===== src/motor_fault_status_pkg.sv =====
/*
  Constants for the motor fault and status register bank: register
  offsets, fault bit positions, reset values and the state record.
  Assumes a 16-bit register data path and an 8-bit register address.
*/
package motor_fault_status_pkg;

  localparam int unsigned ADDR_WIDTH = 8;
  localparam int unsigned DATA_WIDTH = 16;

  // Register offsets.
  localparam logic [7:0] FAULT_FLAGS_OFFSET      = 8'h00;
  localparam logic [7:0] ROTOR_RATE_OFFSET       = 8'h01;
  localparam logic [7:0] ROTOR_CYCLE_TIME_OFFSET = 8'h02;

  // Reset values.
  localparam logic [15:0] FAULT_FLAGS_RESET      = 16'h0000;
  localparam logic [15:0] ROTOR_RATE_RESET       = 16'h0000;
  localparam logic [15:0] ROTOR_CYCLE_TIME_RESET = 16'h0000;
  localparam logic [15:0] READ_DATA_RESET        = 16'h0000;

  // Fault flag positions.
  localparam int unsigned DIE_HEAT_TRIP_BIT       = 15;
  localparam int unsigned HEAT_WARN_BIT           = 14;
  localparam int unsigned SUPPLY_OVERVOLT_BIT     = 13;
  localparam int unsigned BUCK_OVERLOAD_BIT       = 12;
  localparam int unsigned PHASE_OVERLOAD_BIT      = 11;
  localparam int unsigned PUMP_UNDERVOLT_BIT      = 10;
  localparam int unsigned BUCK_UNDERVOLT_BIT      = 9;
  localparam int unsigned SUPPLY_UNDERVOLT_BIT    = 8;
  localparam int unsigned LDO_UNDERVOLT_BIT       = 7;
  localparam int unsigned RESERVED_BIT            = 6;
  localparam int unsigned CLOSED_LOOP_STALL_BIT   = 5;
  localparam int unsigned OPEN_LOOP_STALL_BIT     = 4;
  localparam int unsigned ABSENT_WINDING_BIT      = 3;
  localparam int unsigned BEMF_CONST_ABNORMAL_BIT = 2;
  localparam int unsigned RATE_ABNORMAL_BIT       = 1;
  localparam int unsigned HW_LIMIT_TRIP_BIT       = 0;

  // Bits that hold a real flag; the reserved bit stays zero.
  localparam logic [15:0] FAULT_IMPL_MASK = 16'hFFBF;

  typedef struct packed {
    logic [15:0] faultFlags;
    logic [15:0] rotorRate;
    logic [15:0] rotorCycleTime;
    logic [15:0] readData;
    logic        readValid;
  } bank_state_t;

endpackage : motor_fault_status_pkg


===== src/motor_fault_status_regs.sv =====
/*
  Status register bank of a sensorless motor driver: sticky fault flags
  cleared by writing ones, plus rotor rate and rotor cycle time values.
  Assumes a serial register engine outside that presents a parallel
  read/write strobe port on clk, fault sources that are asynchronous
  levels, and rate and period values driven on clk by the commutation
  engine.
*/
// What this block does
// Fault bit 15 sets on die over-temperature and bit 14 on heat warning.
// Fault bit 13 sets when the main supply is above its upper limit.
// Fault bit 12 sets when the switching regulator is overloaded.
// Fault bit 11 sets on any motor-drive overcurrent event.
// Fault bit 10 sets when the charge pump is undervoltage.
// Bit 9 sets on regulator undervoltage, bit 8 on supply undervoltage.
// Fault bit 7 sets when the 3.3 V linear regulator is undervoltage.
// Software leaves reserved fault bit 6 alone; it always reads zero.
// Bit 5 sets on a closed-loop stall and bit 4 on an open-loop stall.
// Bit 3 sets with no motor found, bit 2 on an abnormal back-EMF constant.
// Bit 1 sets on abnormal speed, bit 0 on a hardware current-limit trip.
// All flags reset to zero, read back, and clear where a one is written.
// Offset 0x01 reads the 16-bit rotor rate in tenths of hertz, reset zero.
// Offset 0x02 reads the 16-bit rotor cycle time, reset zero.
// Writing 0xFFFF clears every fault flag except those whose synchronised source is still active.
// Flags stay set after their cause goes, and a new event beats a clear.
// Writes to the read-only registers are ignored and reads change nothing.
`timescale 1ns/100ps
module motor_fault_status_regs
  import motor_fault_status_pkg::*;
(
  // Clock and reset.
  input  wire logic                  clk,
  input  wire logic                  reset,
  // Register access port from the serial engine.
  input  wire logic [ADDR_WIDTH-1:0] regAddr,
  input  wire logic                  regWrite,
  input  wire logic [DATA_WIDTH-1:0] regWriteData,
  input  wire logic                  regRead,
  output logic      [DATA_WIDTH-1:0] regReadData,
  output logic                       regReadValid,
  // Fault sources from protection circuits and lock detectors.
  input  wire logic                  dieHeatTrip,
  input  wire logic                  heatWarn,
  input  wire logic                  supplyOvervolt,
  input  wire logic                  buckOverload,
  input  wire logic                  phaseOverload,
  input  wire logic                  pumpUndervolt,
  input  wire logic                  buckUndervolt,
  input  wire logic                  supplyUndervolt,
  input  wire logic                  ldoUndervolt,
  input  wire logic                  closedLoopStall,
  input  wire logic                  openLoopStall,
  input  wire logic                  absentWinding,
  input  wire logic                  bemfConstAbnormal,
  input  wire logic                  rateAbnormal,
  input  wire logic                  hwLimitTrip,
  // Measurements from the commutation engine.
  input  wire logic [DATA_WIDTH-1:0] rotorRateIn,
  input  wire logic [DATA_WIDTH-1:0] rotorCycleTimeIn,
  // Fault flag view for the rest of the driver.
  output logic      [DATA_WIDTH-1:0] faultFlags
);

  logic [DATA_WIDTH-1:0] faultRaw;
  logic [DATA_WIDTH-1:0] faultSync;
  logic [DATA_WIDTH-1:0] clearMask;
  bank_state_t           state_q;
  bank_state_t           state_d;

  // The offsets and the fault map are laid out for these widths.
  if (ADDR_WIDTH != 8 || DATA_WIDTH != 16)
  begin : gWidthCheck
    $error("motor_fault_status_regs needs 8-bit offsets and 16-bit data.");
  end

  always_comb
  begin
    faultRaw                          = '0;
    faultRaw[DIE_HEAT_TRIP_BIT]       = dieHeatTrip;
    faultRaw[HEAT_WARN_BIT]           = heatWarn;
    faultRaw[SUPPLY_OVERVOLT_BIT]     = supplyOvervolt;
    faultRaw[BUCK_OVERLOAD_BIT]       = buckOverload;
    faultRaw[PHASE_OVERLOAD_BIT]      = phaseOverload;
    faultRaw[PUMP_UNDERVOLT_BIT]      = pumpUndervolt;
    faultRaw[BUCK_UNDERVOLT_BIT]      = buckUndervolt;
    faultRaw[SUPPLY_UNDERVOLT_BIT]    = supplyUndervolt;
    faultRaw[LDO_UNDERVOLT_BIT]       = ldoUndervolt;
    faultRaw[CLOSED_LOOP_STALL_BIT]   = closedLoopStall;
    faultRaw[OPEN_LOOP_STALL_BIT]     = openLoopStall;
    faultRaw[ABSENT_WINDING_BIT]      = absentWinding;
    faultRaw[BEMF_CONST_ABNORMAL_BIT] = bemfConstAbnormal;
    faultRaw[RATE_ABNORMAL_BIT]       = rateAbnormal;
    faultRaw[HW_LIMIT_TRIP_BIT]       = hwLimitTrip;
  end

  // Fault sources are asynchronous levels; settle them first.
  level_sync #(
    .W (DATA_WIDTH)
  ) uFaultSync (
    .clk     (clk),
    .reset   (reset),
    .asyncIn (faultRaw),
    .syncOut (faultSync)
  );

  always_comb
  begin
    state_d   = state_q;
    clearMask = '0;

    // Ones written to the fault register clear those flags.
    if (regWrite && (regAddr == FAULT_FLAGS_OFFSET))
    begin
      clearMask = regWriteData;
    end

    // A live fault overrides a clear in the same cycle.
    state_d.faultFlags = ((state_q.faultFlags & ~clearMask) | faultSync)
                         & FAULT_IMPL_MASK;

    // Measurements follow the engine; host writes never reach them.
    state_d.rotorRate      = rotorRateIn;
    state_d.rotorCycleTime = rotorCycleTimeIn;

    // Reads return one cycle later and disturb nothing.
    state_d.readValid = regRead;
    if (regRead)
    begin
      case (regAddr)
        FAULT_FLAGS_OFFSET:      state_d.readData = state_q.faultFlags;
        ROTOR_RATE_OFFSET:       state_d.readData = state_q.rotorRate;
        ROTOR_CYCLE_TIME_OFFSET: state_d.readData = state_q.rotorCycleTime;
        default:                 state_d.readData = READ_DATA_RESET;
      endcase
    end
  end

  always_ff @(posedge clk or posedge reset)
  begin
    if (reset)
    begin
      state_q.faultFlags     <= FAULT_FLAGS_RESET;
      state_q.rotorRate      <= ROTOR_RATE_RESET;
      state_q.rotorCycleTime <= ROTOR_CYCLE_TIME_RESET;
      state_q.readData       <= READ_DATA_RESET;
      state_q.readValid      <= 1'b0;
    end
    else
    begin
      state_q <= state_d;
    end
  end

  assign regReadData  = state_q.readData;
  assign regReadValid = state_q.readValid;
  assign faultFlags   = state_q.faultFlags;

endmodule : motor_fault_status_regs


===== src/level_sync.sv =====
/*
  Two-flop synchroniser for a vector of independent level signals.
  Assumes each bit is a slow level from outside the clock domain.
*/
`timescale 1ns/100ps
module level_sync #(
  parameter int unsigned W = 16
) (
  // Clock and reset.
  input  wire logic         clk,
  input  wire logic         reset,
  // Levels in and out.
  input  wire logic [W-1:0] asyncIn,
  output logic      [W-1:0] syncOut
);

  typedef struct packed {
    logic [W-1:0] stage1;
    logic [W-1:0] stage2;
  } sync_state_t;

  sync_state_t state_q;
  sync_state_t state_d;

  if (W < 1)
  begin : gWidthCheck
    $error("level_sync needs at least one bit.");
  end

  always_comb
  begin
    state_d        = state_q;
    state_d.stage1 = asyncIn;
    state_d.stage2 = state_q.stage1;
  end

  always_ff @(posedge clk or posedge reset)
  begin
    if (reset)
    begin
      state_q <= '0;
    end
    else
    begin
      state_q <= state_d;
    end
  end

  assign syncOut = state_q.stage2;

endmodule : level_sync


===== config.mk =====
export PLATFORM = sky130hd
export DESIGN_NAME = motor_fault_status_regs
export DESIGN_NICKNAME = d
export VERILOG_FILES = /design/src/motor_fault_status_pkg.sv /design/src/motor_fault_status_regs.sv /design/src/level_sync.sv
export SDC_FILE = /design/constraint.sdc
export NUM_CORES = 1
export LEC_CHECK = 0
export BUFFER_PORTS_ARGS = -buffer_cell sky130_fd_sc_hd__buf_4
export CAP_MARGIN = 15
export CORE_MARGIN = 5
export CORE_UTILIZATION = 30
export CTS_BUF_LIST = sky130_fd_sc_hd__clkbuf_8
export DETAILED_ROUTE_END_ITERATION = 12
export GPL_TIMING_DRIVEN = 0
export PLACE_DENSITY = 0.59
export SETUP_SLACK_MARGIN = 0.3
export SLEW_MARGIN = 20
export SYNTH_ARGS = -nofsm -noshare
export SYNTH_HDL_FRONTEND = slang
export SYNTH_HIERARCHICAL = 1
export SYNTH_SLANG_ARGS = --single-unit

===== constraint.sdc =====
create_clock -name clk -period 3.4 [get_ports clk]
set_clock_uncertainty 0.2 [all_clocks]
set_input_delay 0.85 -clock clk [delete_from_list [all_inputs] [get_ports clk]]
set_output_delay 0.85 -clock clk [all_outputs]
set_load 0.01 [all_outputs]

======== Word level (Yosys, flattened, before mapping) ========
Index checks and enable logic that the tools add are counted.
operators by class
  $add $sub $neg .......................... 0
  multiply operators ...................... 0
  div/mod/pow operators ................... 0
  $lt $le $gt $ge ......................... 0
  equality and inequality tests ........... 2
  shift operators ......................... 0
  mux-type cells .......................... 2
  bitwise logic cells ..................... 3
  reductions and logical operators ........ 2
operators by type and width
  operator            number
  $pmux 16 s3         1
  $and 16x16->16      1
  $mux 16             1
  $not 16->16         1
  $or 16x16->16       1
  $eq 8x1->1 const B  1
  $eq 8x2->1 const B  1
  $logic_not 8->1     1
  $logic_and 1x1->1   1
storage, ports and cells
  register bits after elaboration ......... 94
  bits in latches ......................... 0
  RAM bits ................................ 0
  ROM bits ................................ 0
  input port bits ......................... 75
  output and inout port bits .............. 33
  word-level logic and storage cells ...... 16
  memories ................................ 0

======== Logic depth before layout (Yosys ltp) ========
  word-level depth ........................ 6
  depth in mapped cells ................... 6
  mapped depth without buffers ............ 3

======== Hierarchy ========
Netlist, hierarchy kept.
by module, submodules not included
  module                   instances  cells each  area an instance (um^2)  sequential area each (um^2)
  motor_fault_status_regs  1          210         2720.1                   1601.5
  level_sync               1          33          804.5                    800.8

======== Worst setup path before layout ========
Ideal clock, no wire load.
  path kind ............................... input to register
  start point ............................. in regAddr[1]
  end point ............................... reg state_q (netlist bit regReadData[0])
  setup time .............................. 144 ps
  arrival time ............................ 1800 ps
  required time ........................... 3056 ps
  path slack .............................. 1256 ps
  stages .................................. 5
  path buffers ............................ 2
  path through ............................ buf_2 -> buf_2 -> mux2i_1 -> a2bb2oi_1 -> o22ai_2
between the ends
  longest elaborated chain between the ends .. 2
  elaborated cells on any way between the ends .. 4
  classes of those cells .................. 2 x eq/ne; 1 x mux; 1 x reduce/logical
ends and longest elaborated chain
  item                                      RTL line                        text
  from (decl)                               motor_fault_status_regs.sv:35   input wire logic [ADDR_WIDTH-1:0] regAddr,
  $eq 8x2->1, or another cell as far along  motor_fault_status_regs.sv:129  case (regAddr)
  $pmux 16 s3 (*)                           motor_fault_status_regs.sv:129
  to (signal assigned)                      motor_fault_status_regs.sv:150  state_q <= state_d;
  to (decl)                                 motor_fault_status_regs.sv:67   bank_state_t state_q;
Every way passes the cells marked *; elsewhere a longest branch is shown, timed or not.
A chain may end at the register's enable or synchronous reset.

======== Final worst setup path ========
  start point ............................. reg, netlist name faultFlags[10]
  end point ............................... out faultFlags[10]
RTL lines
  item       RTL line                       text
  to (decl)  motor_fault_status_regs.sv:61  output logic [DATA_WIDTH-1:0] faultFlags
No word-level cell between the ends.

==> metrics.cfg <==
[detailed_routing]
remaining_drc_errors = 0
wl_met2_um = 3780
via_count = 2086
route.final.wire_length_um = 7660
met1Wirelength_um = 3160
detail_route.wl_per_cell_um = 15.2
highest-signal-layer = met4
drt_iter0_drc = 61
antenna_left = 0
drt_first_pass_iters = 4
routed-wl-met3_um = 450
avgViaCountPerCell = 4.14

[floorplanning]
start_util_pct = 30.6
die_x_um = 118
core_region_area_sq_um = 11400
io_pins = 108
rows = 39
die_area_sq_um = 13800
die_h_um = 118

[layout]
layout.filler_cells = 1090
most-common-layout-cells = sky130_fd_sc_hd__buf_4 (136), sky130_fd_sc_hd__dfrtp_1 (94)
num_antenna_cells = 0
cell_count_final_fillers_out = 504
design.final.nets = 431
mostFrequentLayoutCell = sky130_fd_sc_hd__buf_4
final_area_sq_um = 4670
area.growth.synth_to_final_pct = 34.4
drive_above_1_share_pct = 48.8

[global_routing]
largest_net_degree_at_the_start_of_global_routing = 42
grt_pass1_vias = 2375
antenna_found_initial = 0
grt_use_total_pct = 11.5
gr-total-overflow = 0
grt_first_pass_wirelength_um = 12400

[sta]
fin_crit_ps = 2120
unrepaired_setup_endpoints_after_global_routing = false
timing.fmax_mhz = 471
setup_viol = 0
finalHoldViolations = 0
timing_worst_slew_pin_value_ps = 640
final_max_slew_viol_count = 0
final.period_utilization_pct = 62.4
remaining_max_slew_budget_at_the_tightest_pin_pct = 57.4

[place]
gp_routability_congestion = 0.806
detailed_place.area_sq_um = 4450
portBuffers = 103
dp_cells = 488
dp_hpwl_um = 5990

[synthesis]
synth_fp_nets = 316
synthCells = 241
syn-cell-area_sq_um = 3470
syn_area_per_cell_sq_um = 14.4
synth.yosys.warnings = 6

[clock_tree]
buffer_levels_on_the_longest_clock_path = 2
ctsHoldBuffers = 0
postCtsSetupRepairBufs = 0
clock_tree_from_tritoncts = built
clockRootBuffer = sky130_fd_sc_hd__clkbuf_8
clkLatencyLatePin_ps = 350
h-tree-depth = 3
cts-buffers-inserted = 9
tritoncts_num_sinks = 94
clk_pin_slew_worst_paths_ps = 80
cts-resized-gates = 0

[worst_setup_path]
timing.critical_path.arrival_ps = 1070
crit_type = reg2out
regToRegSetupSlack_ps = 2170
worst-path-max-fanout = 3
worst_setup_path_start_kind = flip-flop
worstSetupEndpointType = primary output
data_required_time_of_the_worst_path_ps = 2350

[power]
power_density_nw_per_um2 = 450
total_power_mw = 2.10
p_leak_nw = 2.16
vdd_ir_drop_max_uv = 176

[status]
outcome = finished clean

[hold_path]
timing.hold.worst.class = reg2reg

[run]
max_cap_viol_count = 0

## metal layers
metal	up-vias	global-route usage (%)
li1	1034	-
met1	976	13.8
met2	58	18.3
met3	18	3.12
met4	0	7.31
met5	-	0
## worst paths after layout
kind                                                  start                                to  depth (start not counted)
setup / recovery                   faultFlags[10]$_DFF_PP0_                    faultFlags[10]                          2
min in group asynchronous                             reset          faultFlags[15]$_DFF_PP0_                          2
hold reg to reg            uFaultSync/state_d[10]$_DFF_PP0_  uFaultSync/syncOut[10]$_DFF_PP0_                          0
setup reg to reg                   faultFlags[10]$_DFF_PP0_       regReadData[10]$_DFFE_PP0P_                          3
max in group asynchronous                             reset  uFaultSync/syncOut[12]$_DFF_PP0_                          2
hold / removal             uFaultSync/state_d[10]$_DFF_PP0_  uFaultSync/syncOut[10]$_DFF_PP0_                          0
## state kept, by name, summed over array words and instances (netlist names)
name / count
faultFlags: 15
regReadData: 16
regReadValid: 1
state_q: 32
uFaultSync/state_d: 15
uFaultSync/syncOut: 15
## layout make-up
type                            instances  area, sq um  area share (%)
Buffer                                 44          310            6.65
Clock buffer                           13          179            3.83
Clock inverter                          3         40.0           0.858
Inverter                               17         66.3            1.42
Multi-Input combinational cell         86          748            16.0
Sequential cell                        94         2350            50.4
Tap cell                              143          179            3.83
Timing Repair Buffer                  104          793            17.0
## power by group
part           switching (mW)  internal (mW)  total [mW]
combinational          0.0747         0.0865       0.161
sequential             0.0107           1.16        1.17
clock                   0.358          0.418       0.775
## worst max-delay path, cell delays in order, from the launching register on
cell,delay (ps)
sky130_fd_sc_hd__dfrtp_1,440
sky130_fd_sc_hd__buf_4,150
sky130_fd_sc_hd__buf_4,130
## per-stage QoR
stage	hold WS [ps]	setup WS, ps	TNS [ps]	util (%)
finish	152	1280	0	41.1
global route	159	1200	0	41.1
CTS	154	1250	0	41.1
detailed placement	135	941	0	39.1
global placement	134	-97.1	-6010	38.9
floorplan	131	752	0	-
No activity file was read; power rests on OpenSTA's default activity.
